<file path="src/eap_pkg.sv">
package eap_pkg;
    // Counter and compare width
    localparam int EAP_CNT_W = 16;
    // Counter value that opens each period
    localparam logic [15:0] EAP_PERIOD_START = 16'h0000;
    // Pin level after reset
    localparam logic EAP_PIN_RST = 1'b0;
    // Output enable after reset, pin released
    localparam logic EAP_OE_N_RST = 1'b1;
    // Mode flag after reset
    localparam logic EAP_ACT_RST = 1'b0;
    // Edge/level select code that turns the channel off
    localparam logic [1:0] EAP_ELS_OFF = 2'h0;
endpackage : eap_pkg

</file>
<file path="src/eap_cmp_if.sv">
`timescale 1ns/1ns
// Mode and compare events passed from decoder to output stage
interface eap_cmp_if;
    import eap_pkg::*;
    logic pwm_active; // Edge-aligned PWM selected
    logic low_true; // Low-true polarity chosen
    logic period_start; // Counter at period start
    logic match; // Compare equals counter
    modport src (output pwm_active, output low_true,
                 output period_start, output match);
    modport dst (input pwm_active, input low_true,
                 input period_start, input match);
endinterface // eap_cmp_if

</file>
<file path="src/eap_channel.sv">
`timescale 1ns/1ns
//Behaviour
// PWM only when center off, B set, select nonzero
// PWM mode forces pin to output
// High-true: high at zero, low on match
// Select low bit set: high on match
// Low-true: low at period start
module eap_channel
    import eap_pkg::*;
(
    input wire logic clk_in,
    input wire logic rst_n_in,
    input wire logic clk_en_in,
    input wire logic center_aligned_select_in,
    input wire logic channel_mode_select_b_in,
    input wire logic edge_level_select_hi_in,
    input wire logic edge_level_select_lo_in,
    input wire logic [EAP_CNT_W-1:0] timer_up_count_in,
    input wire logic [EAP_CNT_W-1:0] compare_value_in,
    input wire logic port_dir_out_in, // Port logic direction, 1 = output
    input wire logic port_data_in, // Port logic output level
    input wire logic channel_output_pin_in, // Pin level read back
    output logic channel_output_pin_out,
    output logic channel_output_pin_oe_n_out, // Low while driving
    output logic pwm_active_out
);
    eap_cmp_if cmp ();

    // Decoder instance
    eap_decode u_dec (
        .center_aligned_select_in(center_aligned_select_in),
        .channel_mode_select_b_in(channel_mode_select_b_in),
        .edge_level_select_hi_in(edge_level_select_hi_in),
        .edge_level_select_lo_in(edge_level_select_lo_in),
        .timer_up_count_in(timer_up_count_in),
        .compare_value_in(compare_value_in),
        .cmp(cmp.src)
    );

    // Waveform state and its next value
    logic pwm_level; // Timer-driven level
    logic next_pwm_level; // Its next value

    // Level that a compare event leaves behind for a polarity
    function automatic logic eap_event_level(input logic low_true,
                                             input logic at_match);
        // High-true: low on match, high at start; low-true inverts
        if (at_match) begin
            return low_true;
        end
        return !low_true;
    endfunction

    // Next waveform level; a match wins over period start
    always_comb begin
        next_pwm_level = pwm_level; // Hold between events
        if (cmp.match) begin
            // Compare value equals the counter
            next_pwm_level = eap_event_level(cmp.low_true, 1'b1);
        end else if (cmp.period_start) begin
            // Counter back at the start of a period
            next_pwm_level = eap_event_level(cmp.low_true, 1'b0);
        end
    end

    // Waveform register; keeps tracking outside PWM mode too
    always_ff @(posedge clk_in or negedge rst_n_in) begin
        if (!rst_n_in) begin
            pwm_level <= EAP_PIN_RST; // Starts low
        end else if (clk_en_in) begin
            pwm_level <= next_pwm_level; // Frozen while enable low
        end
    end

    // Pin level: timer level in PWM mode, port data otherwise
    always_ff @(posedge clk_in or negedge rst_n_in) begin
        if (!rst_n_in) begin
            channel_output_pin_out <= EAP_PIN_RST;
        end else if (clk_en_in) begin
            if (cmp.pwm_active) begin
                // Timer owns the pin
                channel_output_pin_out <= next_pwm_level;
            end else begin
                // Port logic owns the pin
                channel_output_pin_out <= port_data_in;
            end
        end
    end

    // Output enable: forced on in PWM mode, port direction otherwise
    always_ff @(posedge clk_in or negedge rst_n_in) begin
        if (!rst_n_in) begin
            channel_output_pin_oe_n_out <= EAP_OE_N_RST; // Released
        end else if (clk_en_in) begin
            if (cmp.pwm_active) begin
                // Direction setting ignored
                channel_output_pin_oe_n_out <= 1'b0;
            end else begin
                // Drive only when the port is an output
                channel_output_pin_oe_n_out <= !port_dir_out_in;
            end
        end
    end

    // Mode flag for the rest of the timer
    always_ff @(posedge clk_in or negedge rst_n_in) begin
        if (!rst_n_in) begin
            pwm_active_out <= EAP_ACT_RST;
        end else if (clk_en_in) begin
            pwm_active_out <= cmp.pwm_active;
        end
    end
endmodule // eap_channel

</file>
<file path="src/eap_decode.sv">
`timescale 1ns/1ns
// Mode decode and counter comparisons, purely combinational
module eap_decode
    import eap_pkg::*;
(
    input wire logic center_aligned_select_in,
    input wire logic channel_mode_select_b_in,
    input wire logic edge_level_select_hi_in,
    input wire logic edge_level_select_lo_in,
    input wire logic [EAP_CNT_W-1:0] timer_up_count_in,
    input wire logic [EAP_CNT_W-1:0] compare_value_in,
    eap_cmp_if.src cmp
);
    // Mode select and polarity
    always_comb begin
        cmp.pwm_active = !center_aligned_select_in && channel_mode_select_b_in
            && ({edge_level_select_hi_in, edge_level_select_lo_in}
                != EAP_ELS_OFF);
        cmp.low_true = edge_level_select_lo_in;
    end
    // Counter comparisons
    always_comb begin
        cmp.period_start = (timer_up_count_in == EAP_PERIOD_START);
        cmp.match = (timer_up_count_in == compare_value_in);
    end
endmodule // eap_decode

</file>
<file path="config.mk">
export PLATFORM = sky130hd
export DESIGN_NAME = eap_channel
export DESIGN_NICKNAME = d
export VERILOG_FILES = /design/src/eap_pkg.sv /design/src/eap_cmp_if.sv /design/src/eap_channel.sv /design/src/eap_decode.sv
export SDC_FILE = /design/constraint.sdc
export NUM_CORES = 1
export LEC_CHECK = 0
export BUFFER_PORTS_ARGS = -buffer_cell sky130_fd_sc_hd__buf_4
export CORE_UTILIZATION = 30
export DETAILED_ROUTE_END_ITERATION = 8
export PLACE_DENSITY_LB_ADDON = 0.15
export SLEW_MARGIN = 5
export SYNTH_ARGS = -nofsm -noshare
export SYNTH_HDL_FRONTEND = slang
export SYNTH_HIERARCHICAL = 1
export SYNTH_SLANG_ARGS = --single-unit
</file>
<file path="constraint.sdc">
create_clock -name clk_in -period 0.85 [get_ports clk_in]
set_input_delay 0.0425 -clock clk_in [delete_from_list [all_inputs] [get_ports clk_in]]
set_output_delay 0.0425 -clock clk_in [all_outputs]
set_load 0.005 [all_outputs]
</file>
==> flow_summary.yaml <==
logic_synthesis:
  synth.net_count: 88
  ys_top_cells_by_count: "sky130_fd_sc_hd__xnor2_1, sky130_fd_sc_hd__nand4_1, sky130_fd_sc_hd__nor2_1, sky130_fd_sc_hd__nor4_1, sky130_fd_sc_hd__dfrtp_1"
  synth.yosys.seq_area_share_pct: 23.96
  synthCells: 46
  synth_enable_flop_cells: 0
  yosys_warnings: 6
  netlist.area_leader.share_pct: 33.14
  synth.ff_latch_count: 4
  synthTopCellsByArea: "sky130_fd_sc_hd__xnor2_1, sky130_fd_sc_hd__dfrtp_1, sky130_fd_sc_hd__dfstp_2"
  ys_async_sr_fraction_pct: 100.0
  synth_flop_cell: "sky130_fd_sc_hd__dfrtp_1"
  synth_cell_type_count: 19
  synthesis.area_per_instance_um2: 9.194
  syn-cell-area_um2: 422.9
  synthMostInstantiatedCell: "sky130_fd_sc_hd__xnor2_1"
  yosysTopAreaCell: "sky130_fd_sc_hd__xnor2_1"
critical_path:
  largest_stage_delay_on_the_critical_path_ps: 340
  setup.reg_to_reg.worst_slack_ps: -20
  reg2reg_to: "channel_output_pin_out$_DFFE_PN0P_"
  worst_ep_required_time_ps: 1020
  path_max_fanout: 3
  critical_path.endpoint_type: "register"
  critical_path.cell_chain: "buf_6 -> xnor2_2 -> nand4_1 -> nor4_4 -> nand2_1 -> o31a_1 -> a21oi_2"
  worst_path_max_delay_cell: "sky130_fd_sc_hd__nor4_4"
  worst_setup_path_start_kind: "input pin"
  ff_to_ff_start: "pwm_level$_DFFE_PN0P_"
  critical_path_buf_inv_count: 1
  critPathTopFamily: "simple AND/OR/NAND/NOR gates"
  critical_path_class: "in -> reg"
  rr_worst_depth: 3
  arrival_time_of_the_worst_setup_path_ps: 1210
timing:
  fin_crit_ps: 1041
  max_slew.worst_pin.slew_ps: 244.3
  setup_viol: 3
  finalClockSkew_ps: 10.65
  relSlewSlack_pct: 83.59
  fin_hold_ws_ps: 36.55
  totalNegativeSetupSlack_ps: -405.0
  fmax_mhz: 960.3
  hold_viol_final: 0
  setup_repair_after_global_routing_missed_its_margin: "true"
  share_of_the_clock_period_used_by_the_worst_path_pct: 122.5
  slew_violations: 0
  timing.final.ws_setup_ps: -191.4
power:
  ir_drop_mv: 0.7226
  fin_total_pwr_mw: 0.9504
  power.static_leakage_nw: 0.4657
  cellPowerDensity_nw_per_um2: 968.9
clock_tree:
  clock_insertion_delay_worst_skew_ps: 250
  clock_tree.root_cell: "sky130_fd_sc_hd__clkbuf_4"
  clock_tree.buffer_depth: 2
  htreeDepth: 1
  cts_made_buffers: 3
  cts_tree: "yes"
  clk_transition_reported_paths_ps: 30
  clkSinkCount: 4
floorplan:
  fp.dieW_um: 39.55
  pin_count: 45
  die_height_um: 39.55
  placement_rows: 13
  die_area_um2: 1564
  initial_utilization_pct: 32.50
  design.core.area_um2: 1301
finish:
  fillCellCount: 82
  final-seq-area_um2: 101.3
  layout-drive-gt1-share_pct: 71.88
  finish.net_count: 139
  syn_to_final_growth_pct: 132.0
  finalInstanceArea_um2: 980.9
  num_antenna_cells: 0
  combined_area_of_the_multi_input_logic_cells_um2: 434.2
routing:
  postRouteWirelength_um: 1639
  drt_pre_antenna_iters: 4
  wl_per_cell_um: 14.77
  drt-initial-drc-count: 9
  route.detailed.vias_per_inst: 5.081
  routed-via-count: 564
  final_antenna_net_count: 0
  detail_route.drc_violations: 0
grt:
  grt_pass1_wl_um: 2104
  number_of_global_route_vias_before_repair: 544
  grt_max_degree: 7
  grtUsageTotal_pct: 21.47
  grt_remaining_overflow: 0
  antenna_found_initial: 0
run_status:
  outcome: "finished, violations left"
  violations: "setup timing"
place:
  numPortBuffers: 43
  place_hpwl_um: 1038
  gpl_wtd_cong: 0.6463
  dpl_cell_area_um2: 794.5
worst_hold_path:
  min_delay_worst_endpoint: "pwm_level$_DFFE_PN0P_"
  min-delay-path-class: "in -> reg"
  hold-path-cell-count: 2
  hold_path.startpoint: "clk_en_in"
run:
  drv.max_cap_violation_count: 0
[worst max path at each step]
stage	from	end	slack, ps	cells past startpoint
5_1_grt	compare_value_in[3]	pwm_level$_DFFE_PN0P_	-310	7
6_report	compare_value_in[3]	pwm_level$_DFFE_PN0P_	-190	7
3_3_place_gp	timer_up_count_in[0]	pwm_level$_DFFE_PN0P_	-380	6
4_1_cts	compare_value_in[15]	pwm_level$_DFFE_PN0P_	-130	7
3_5_place_dp	timer_up_count_in[0]	channel_output_pin_out$_DFFE_PN0P_	-440	6
2_1_floorplan	timer_up_count_in[8]	channel_output_pin_out$_DFFE_PN0P_	-160	5
[metrics by stage]
step	utilization, %	cells	worst slack (ps)
after global routing	75.38	111	-312.3
after detailed placement	61.06	105	-441.0
after floorplan	-	46	-160.4
final	75.38	111	-191.4
after CTS	72.12	110	-125.4
after global placement	61.06	105	-381.1
[area by class of cell]
cell class | instances | area share, %
Multi-Input combinational cell | 40 | 44.26
Timing Repair Buffer | 47 | 40.43
Sequential cell | 4 | 10.33
Clock buffer | 4 | 2.679
Tap cell | 15 | 1.913
Inverter | 1 | 0.3827
[power breakdown]
part           switching, mW  internal, mW  total (mW)
combinational          0.167         0.285       0.451
sequential            0.0131         0.218       0.231
clock                 0.0907         0.177       0.268
[placed cells by master, fill, tap and decap left out, types with 2 or more instances in the layout]
master	netlist	layout
sky130_fd_sc_hd__clkbuf_4	0	3
sky130_fd_sc_hd__buf_6	0	9
sky130_fd_sc_hd__nand4_1	4	4
sky130_fd_sc_hd__buf_4	1	36
sky130_fd_sc_hd__xnor2_2	0	10
sky130_fd_sc_hd__nor4_4	0	3
sky130_fd_sc_hd__dfrtp_1	3	3
sky130_fd_sc_hd__xnor2_1	16	6
sky130_fd_sc_hd__mux2_2	2	2
sky130_fd_sc_hd__nor2_1	4	4
[repair_timing]
item	4_1_cts	5_1_grt
resized for setup	19	6
hold endpoints to repair	4	0
setup buffers	0	1
hold buffers	1	0
endpoints found under the setup margin	3	3
pin swaps	14	8
[layer usage]
layer / global-route usage (%) / routed length, um / up-vias
met1: 19.16 / 578 / 260
met3: 2.273 / 102 / 4
li1: - / - / 269
met2: 41.80 / 913 / 31
met4: 17.24 / 44 / 0
met5: 0 / 0 / -
[logic make-up after synthesis]
family	share of synthesized area, %
xor+xnor	33.14
flops	23.97
mux	5.325
simple gates	25.15
buf+inv	2.663
compound gates	9.761
[sequential cells by signal, indices dropped and copies added (netlist names)]
register and count:
pwm_active_out 1, channel_output_pin_oe_n_out 1, pwm_level 1, channel_output_pin_out 1
No activity file was read; power rests on OpenSTA's default activity.
